`src/hw/cems_pkg.sv`:
```
// Purpose: Shared constants for the control-pin sequencer of the boost regulator.
// Assumes: A 20 MHz reference clock, 50 ns per cycle.
// Notes: Each count is derived from its time in its own unit.
package cems_pkg;
    localparam int CLK_HZ = 20000000;
    localparam int CLK_NS = 50;
    // Times in microseconds; the switch frequency in kilohertz.
    localparam int SHUTDOWN_LOW_US = 2500;
    localparam int DETECT_DELAY_US = 100;
    localparam int DETECT_LOW_US = 260;
    localparam int DETECT_WINDOW_US = 1000;
    localparam int STEP_HOLD_US = 213;
    localparam int HALF_LIMIT_US = 5000;
    localparam int SWITCH_FREQ_KHZ = 1200;
    // Least times round up, longest times round down.
    localparam int SHUTDOWN_LOW_CYC = (SHUTDOWN_LOW_US * 1000 + CLK_NS - 1) / CLK_NS;
    localparam int DETECT_DELAY_CYC = (DETECT_DELAY_US * 1000 + CLK_NS - 1) / CLK_NS;
    localparam int DETECT_LOW_CYC = (DETECT_LOW_US * 1000 + CLK_NS - 1) / CLK_NS;
    localparam int DETECT_WINDOW_CYC = (DETECT_WINDOW_US * 1000) / CLK_NS;
    localparam int STEP_HOLD_CYC = (STEP_HOLD_US * 1000 + CLK_NS - 1) / CLK_NS;
    localparam int HALF_LIMIT_CYC = (HALF_LIMIT_US * 1000 + CLK_NS - 1) / CLK_NS;
    localparam int SWITCH_PERIOD_CYC = CLK_HZ / (SWITCH_FREQ_KHZ * 1000);
    localparam int REF_STEPS = 32;
    localparam int REF_W = 5;
    localparam logic [4:0] REF_FULL_SCALE = 5'h1F;
    localparam logic [4:0] REF_RESET = 5'h00;
    localparam int CNT_W = 18;
    localparam logic [17:0] CNT_ZERO = 18'h00000;
endpackage

```
`src/hw/cems_seq.sv`:
```
// Purpose: Enable, mode selection, soft start and switch gating of the regulator.
// Assumes: Analog trips arrive asynchronously and pass the pin synchroniser.
// Notes: Reference code and mode are outputs; the frame decoder sits outside.
`timescale 1ns/1ns
module cems_seq (
    input wire logic ref_clk,
    input wire logic reset,
    input wire logic ctrl_pin,
    input wire logic current_trip,
    input wire logic overcurrent_trip,
    input wire logic undervoltage_lockout,
    input wire logic over_temp,
    output logic device_on,
    output logic switch_node_on,
    output logic half_limit,
    output logic single_wire_mode,
    output logic frame_accept,
    output logic ref_gate,
    output logic [cems_pkg::REF_W-1:0] softstart_step,
    output logic [cems_pkg::REF_W-1:0] wire_code_default
);
    import cems_pkg::*;

    typedef enum logic [3:0] {
        CEMS_SHUT = 4'h1,
        CEMS_DETECT = 4'h2,
        CEMS_DUTY = 4'h4,
        CEMS_WIRE = 4'h8
    } cems_state_e;

    typedef struct packed {
        cems_state_e state;
        logic [CNT_W-1:0] low_cnt;
        logic [CNT_W-1:0] win_cnt;
        logic [CNT_W-1:0] step_cnt;
        logic [CNT_W-1:0] half_cnt;
        logic [REF_W-1:0] step;
        logic ramp_done;
        logic half;
        logic [4:0] sw_cnt;
        logic sw_on;
        logic ctrl_d;
    } cems_seq_s;

    cems_seq_s st_r, st_nxt;
    logic ctrl_s, undervoltage_lockout_s, ot_s, cur_s, oc_s;

    cems_pin_sync u_ctrl (
        .ref_clk(ref_clk),
        .reset(reset),
        .pin_in(ctrl_pin),
        .level_out(ctrl_s)
    );

    cems_pin_sync u_undervoltage_lockout (
        .ref_clk(ref_clk),
        .reset(reset),
        .pin_in(undervoltage_lockout),
        .level_out(undervoltage_lockout_s)
    );

    cems_pin_sync u_ot (
        .ref_clk(ref_clk),
        .reset(reset),
        .pin_in(over_temp),
        .level_out(ot_s)
    );

    cems_pin_sync u_cur (
        .ref_clk(ref_clk),
        .reset(reset),
        .pin_in(current_trip),
        .level_out(cur_s)
    );

    cems_pin_sync u_oc (
        .ref_clk(ref_clk),
        .reset(reset),
        .pin_in(overcurrent_trip),
        .level_out(oc_s)
    );

    logic running;
    logic fault;

    always_comb begin
        st_nxt = st_r;
        st_nxt.ctrl_d = ctrl_s;
        running = (st_r.state != CEMS_SHUT);
        fault = undervoltage_lockout_s | ot_s;

        if (ctrl_s) begin
            st_nxt.low_cnt = CNT_ZERO;
        end else if (st_r.low_cnt != CNT_W'(SHUTDOWN_LOW_CYC)) begin
            st_nxt.low_cnt = st_r.low_cnt + 1'b1;
        end

        case (st_r.state)
            CEMS_SHUT: begin
                if (ctrl_s && !st_r.ctrl_d) begin
                    st_nxt.state = CEMS_DETECT;
                    st_nxt.win_cnt = CNT_ZERO;
                end
            end
            CEMS_DETECT: begin
                st_nxt.win_cnt = st_r.win_cnt + 1'b1;
                if (!ctrl_s && st_r.low_cnt == CNT_W'(DETECT_LOW_CYC)
                        && st_r.win_cnt >= CNT_W'(DETECT_DELAY_CYC + DETECT_LOW_CYC)
                        && st_r.win_cnt < CNT_W'(DETECT_WINDOW_CYC)) begin
                    st_nxt.state = CEMS_WIRE;
                end else if (st_r.win_cnt >= CNT_W'(DETECT_WINDOW_CYC)) begin
                    st_nxt.state = CEMS_DUTY;
                end
            end
            CEMS_DUTY: st_nxt.state = CEMS_DUTY;
            CEMS_WIRE: st_nxt.state = CEMS_WIRE;
            default: st_nxt.state = CEMS_SHUT;
        endcase

        if (running && st_r.low_cnt == CNT_W'(SHUTDOWN_LOW_CYC)) begin
            st_nxt.state = CEMS_SHUT;
        end
        if (st_nxt.state == CEMS_SHUT || fault) begin
            st_nxt.step = REF_RESET;
            st_nxt.step_cnt = CNT_ZERO;
            st_nxt.ramp_done = 1'b0;
            st_nxt.half_cnt = CNT_ZERO;
            st_nxt.half = 1'b1;
            st_nxt.sw_cnt = 5'h00;
            st_nxt.sw_on = 1'b0;
        end else begin
            if (!st_r.ramp_done) begin
                if (st_r.step_cnt == CNT_W'(STEP_HOLD_CYC - 1)) begin
                    st_nxt.step_cnt = CNT_ZERO;
                    if (st_r.step == REF_W'(REF_STEPS - 1)) begin
                        st_nxt.ramp_done = 1'b1;
                    end else begin
                        st_nxt.step = st_r.step + 1'b1;
                    end
                end else begin
                    st_nxt.step_cnt = st_r.step_cnt + 1'b1;
                end
            end
            if (st_r.half_cnt == CNT_W'(HALF_LIMIT_CYC - 1)) begin
                st_nxt.half = 1'b0;
            end else begin
                st_nxt.half_cnt = st_r.half_cnt + 1'b1;
            end
            if (st_r.sw_cnt == 5'(SWITCH_PERIOD_CYC - 1)) begin
                st_nxt.sw_cnt = 5'h00;
                st_nxt.sw_on = 1'b1;
            end else begin
                st_nxt.sw_cnt = st_r.sw_cnt + 1'b1;
                if (cur_s || oc_s) begin
                    st_nxt.sw_on = 1'b0;
                end
            end
        end
    end

    always_ff @(posedge ref_clk) begin
        if (reset) begin
            st_r <= '{
                state: CEMS_SHUT,
                low_cnt: CNT_ZERO,
                win_cnt: CNT_ZERO,
                step_cnt: CNT_ZERO,
                half_cnt: CNT_ZERO,
                step: REF_RESET,
                ramp_done: 1'b0,
                half: 1'b1,
                sw_cnt: 5'h00,
                sw_on: 1'b0,
                ctrl_d: 1'b0
            };
        end else begin
            st_r <= st_nxt;
        end
    end

    assign device_on = running && !fault;
    assign switch_node_on = st_r.sw_on && device_on && !oc_s;
    assign half_limit = st_r.half;
    assign single_wire_mode = (st_r.state == CEMS_WIRE);
    assign frame_accept = (st_r.state == CEMS_WIRE) && device_on;
    assign ref_gate = device_on && ((st_r.state == CEMS_WIRE) || ctrl_s);
    assign softstart_step = st_r.step;
    assign wire_code_default = REF_FULL_SCALE;
endmodule

```
`src/hw/cems_pin_sync.sv`:
```
// Purpose: Three-stage synchroniser for an asynchronous level input.
// Assumes: One clock; synchronous active-high reset.
// Notes: The level changes only once the second and third stages agree.
`timescale 1ns/1ns
module cems_pin_sync (
    input wire logic ref_clk,
    input wire logic reset,
    input wire logic pin_in,
    output logic level_out
);
    typedef struct packed {
        logic s1;
        logic s2;
        logic s3;
        logic lvl;
    } cems_sync_s;
    cems_sync_s st_r, st_nxt;
    always_comb begin
        st_nxt = st_r;
        st_nxt.s1 = pin_in;
        st_nxt.s2 = st_r.s1;
        st_nxt.s3 = st_r.s2;
        if (st_r.s2 == st_r.s3) begin
            st_nxt.lvl = st_r.s3;
        end
    end
    always_ff @(posedge ref_clk) begin
        if (reset) begin
            st_r <= '0;
        end else begin
            st_r <= st_nxt;
        end
    end
    assign level_out = st_r.lvl;
endmodule

```
`config.mk`:
```
export PLATFORM = sky130hd
export DESIGN_NAME = cems_seq
export DESIGN_NICKNAME = d
export VERILOG_FILES = /design/src/hw/cems_pkg.sv /design/src/hw/cems_seq.sv /design/src/hw/cems_pin_sync.sv
export SDC_FILE = /design/constraint.sdc
export NUM_CORES = 1
export LEC_CHECK = 0
export BUFFER_PORTS_ARGS = -buffer_cell sky130_fd_sc_hd__buf_4
export CORE_MARGIN = 8
export CORE_UTILIZATION = 30
export DETAILED_ROUTE_END_ITERATION = 16
export PLACE_DENSITY = 0.48
export SLEW_MARGIN = 5
export SYNTH_ARGS = -nofsm -noshare
export SYNTH_HDL_FRONTEND = slang
export SYNTH_HIERARCHICAL = 1
export SYNTH_SLANG_ARGS = --single-unit
export TNS_END_PERCENT = 10
```
`constraint.sdc`:
```
create_clock -name ref_clk -period 1.95 [get_ports ref_clk]
set_input_delay 0 -clock ref_clk [delete_from_list [all_inputs] [get_ports ref_clk]]
set_output_delay 0 -clock ref_clk [all_outputs]
set_load 0.02 [all_outputs]
```
==> flow_metrics.tcl <==
set metrics [dict create \
    status "complete, but fails checks" \
    violations "negative setup slack" \
    numCtsBuffers 9 \
    power_uw 4250 \
    ios 23 \
    fin_nets 642 \
    clockRootBuffer "clkbuf_16" \
    start_util 0.305 \
    seq_area_um2 2210 \
    slew_viol_final 0 \
    track_usage 0.101 \
    async_flop_share 0 \
    drv_cap 0 \
    viasPerCell 4.76 \
    ys_ff_latch 110 \
    syn_to_final_growth_pct 24.5 \
    period_needed_ns 2.15 \
    holdWs_ns 0.0708 \
    syn_area_um2 5000 \
    r2r-start "st_r[32]" \
    antenna_found_initial 0 \
    dieArea_um2 21000 \
    setup_slack_ns -0.200 \
    insertion_delay_ns 0.35 \
    grt_pass1_vias 3910 \
    n_antenna_cell 0 \
    die_h_um 145 \
    rsz0062_at_grt "true" \
    gp_congestion 0.758 \
    num_vias 4043 \
    r2r_end "softstart_step[4]" \
    layout_common_cells "dfxtp_1 (104), nor2_1 (82), buf_4 (62), nand2_1 (31), nand3_1 (28)" \
    n_fill_cell 1657 \
    fin_skew_ns 0.00624 \
    ys_types 56 \
    cts_tree "yes" \
    drc 0 \
    tns_ns -5.64 \
    synth-edff-count 0 \
    fin_crit_sh 1.10 \
    io_buffers 17 \
    path_class "reg -> reg" \
    synthCells 560 \
    powerDensity_nw_per_um2 684 \
    drive_above_1_share 0.202 \
    final_common_cell "dfxtp_1" \
    grt_max_degree 45 \
    finalHoldViolations 0 \
    wl_per_cell_um 12.4 \
    synthFlopType "dfxtp_1" \
    drt_wl_total_um 10600 \
    firstDrtPassIters 4 \
    ant_nets 0 \
    clk_pin_slew_worst_paths_ns 0.07 \
    setup-violations-final 49 \
    hold_path.class "in -> reg" \
    r2r_cells 6 \
    worstPathRequired_ns 2.19 \
    crit_path_end "softstart_step[4]" \
    critPathMaxFanout 5 \
    grt_pass1_wl_um 18000 \
    num_rows 47 \
    cts_num_sinks 110 \
    die_width_um 145 \
    cts.path.max_buffers 2 \
    start_kind "register" \
    peakVddDrop_uv 353 \
    first_iter_violations 192 \
    place_ws_ns -0.245 \
    reg2reg_slack_ns -0.20 \
    utilization 0.379 \
    arrival_ns 2.39 \
    overflow 0 \
    multi_input_area_um2 2700 \
    synth_warnings 6 \
    core_region_area_um2 16400 \
    endpoint_kind "register" \
    seq_area_frac_synth 0.441 \
    hpwl_um 7090 \
    htree_levels 3 \
    synth.avg_cell_area_um2 8.92 \
    startpoint "st_r[32]" \
    fmax_mhz 465 \
    cellLeakagePower_uw 0.00219 \
]
[layer usage]
layer	vias up	global-route usage	part of all wire
li1	2098	-	-
met3	15	0.0196	0.022
met1	1887	0.127	0.49
met2	43	0.161	0.46
met4	0	0.0567	0.023
met5	-	0	0
[per-stage QoR]
step	cells	cell area (um^2)
after floorplan	564	5010
after global placement	817	5570
after detailed placement	817	5570
after CTS	842	6100
after global routing	850	6220
final	850	6220
[worst max-delay path, cell delays in order (launching register included)]
cell and delay [ns]:
dfxtp_2 0.35, ha_4 0.13, or4b_1 0.43, or4_4 0.48, nor4_4 0.34, mux2i_1 0.25, nor2_1 0.05
[where the power goes]
part           switching [uW]  internal, uW  leakage, uW
clock                     842          1040     0.000145
combinational            56.7          49.3      0.00115
sequential               7.72          2260     0.000893
total                     906          3350      0.00219
[state kept, by name (all words and copies together) (netlist names)]
register                          count
u_ctrl/st_r                           1
u_undervoltage_lockout/level_out      1
u_cur/st_nxt                          2
u_undervoltage_lockout/st_nxt         2
u_ctrl/level_out                      1
u_undervoltage_lockout/st_r           1
u_ot/st_nxt                           2
u_ot/st_r                             1
u_oc/st_r                             1
softstart_step                        5
st_r                                 84
u_ctrl/st_nxt                         2
half_limit                            1
u_oc/st_nxt                           2
u_ot/level_out                        1
u_cur/st_r                            1
u_cur/level_out                       1
u_oc/level_out                        1
[synthesized netlist by cell type (4+ instances only)]
cell type	count	share of area
clkbuf_1	9	0.0068
mux2_2	5	0.011
ha_1	10	0.025
nand2b_1	7	0.0088
xnor2_1	21	0.037
nand3b_1	4	0.0060
buf_6	4	0.0090
dfxtp_1	110	0.44
o21ai_1	5	0.0050
nor3_1	20	0.020
a21oi_1	22	0.022
and4_1	6	0.011
nand3_1	28	0.028
xor2_1	27	0.047
and3_1	11	0.014
nor2b_1	17	0.021
a311oi_1	5	0.0088
nand2_1	31	0.023
nand4b_1	7	0.012
nand4_1	20	0.025
a31oi_1	6	0.0075
mux2i_1	4	0.0080
nor4b_1	6	0.011
nor2_1	84	0.063
inv_1	14	0.011
o21ai_0	10	0.010
buf_4	10	0.015
or3_1	8	0.010
nor4_1	6	0.0075
[worst min-delay path by stage]
stage | endpoint | cells after the start | slack [ns] | from
2_1_floorplan | u_ctrl/level_out | 1 | 0.07 | reset
3_3_place_gp | u_cur/st_nxt[2] | 2 | 0.21 | current_trip
3_5_place_dp | u_cur/st_nxt[2] | 2 | 0.22 | current_trip
4_1_cts | st_r[62] | 2 | 0.06 | reset
5_1_grt | st_r[66] | 2 | 0.09 | reset
6_report | st_r[62] | 2 | 0.07 | reset
[what timing repair did]
item	in CTS	in global routing
hold buffers	5	0
endpoints found under the setup margin	53	65
pin swaps	5	4
gates resized for setup	14	22
cloned	3	2
buffers inserted	1	6
endpoints found under the hold margin	5	0
[layout make-up]
cell class	instances	area share
clock inverters	6	0.0115
clock buffers	10	0.0384
flip-flops and latches	110	0.356
repair buffers	75	0.108
well taps	220	0.0442
multi-input cells	415	0.433
inverters	14	0.00845
[cells by family (layout without fill, tap and decap cells)]
kind of cell / count (synthesis) / in the layout / synth area share
simple gates: 281 / 281 / 0.311
xor+xnor: 48 / 48 / 0.0841
fa+ha+maj: 10 / 10 / 0.0250
mux: 9 / 9 / 0.0193
other cells: 1 / 5 / 0.000750
flops: 110 / 110 / 0.441
buf+inv: 39 / 105 / 0.0433
compound gates: 62 / 62 / 0.0761
Power figures use the tool's default switching activity.
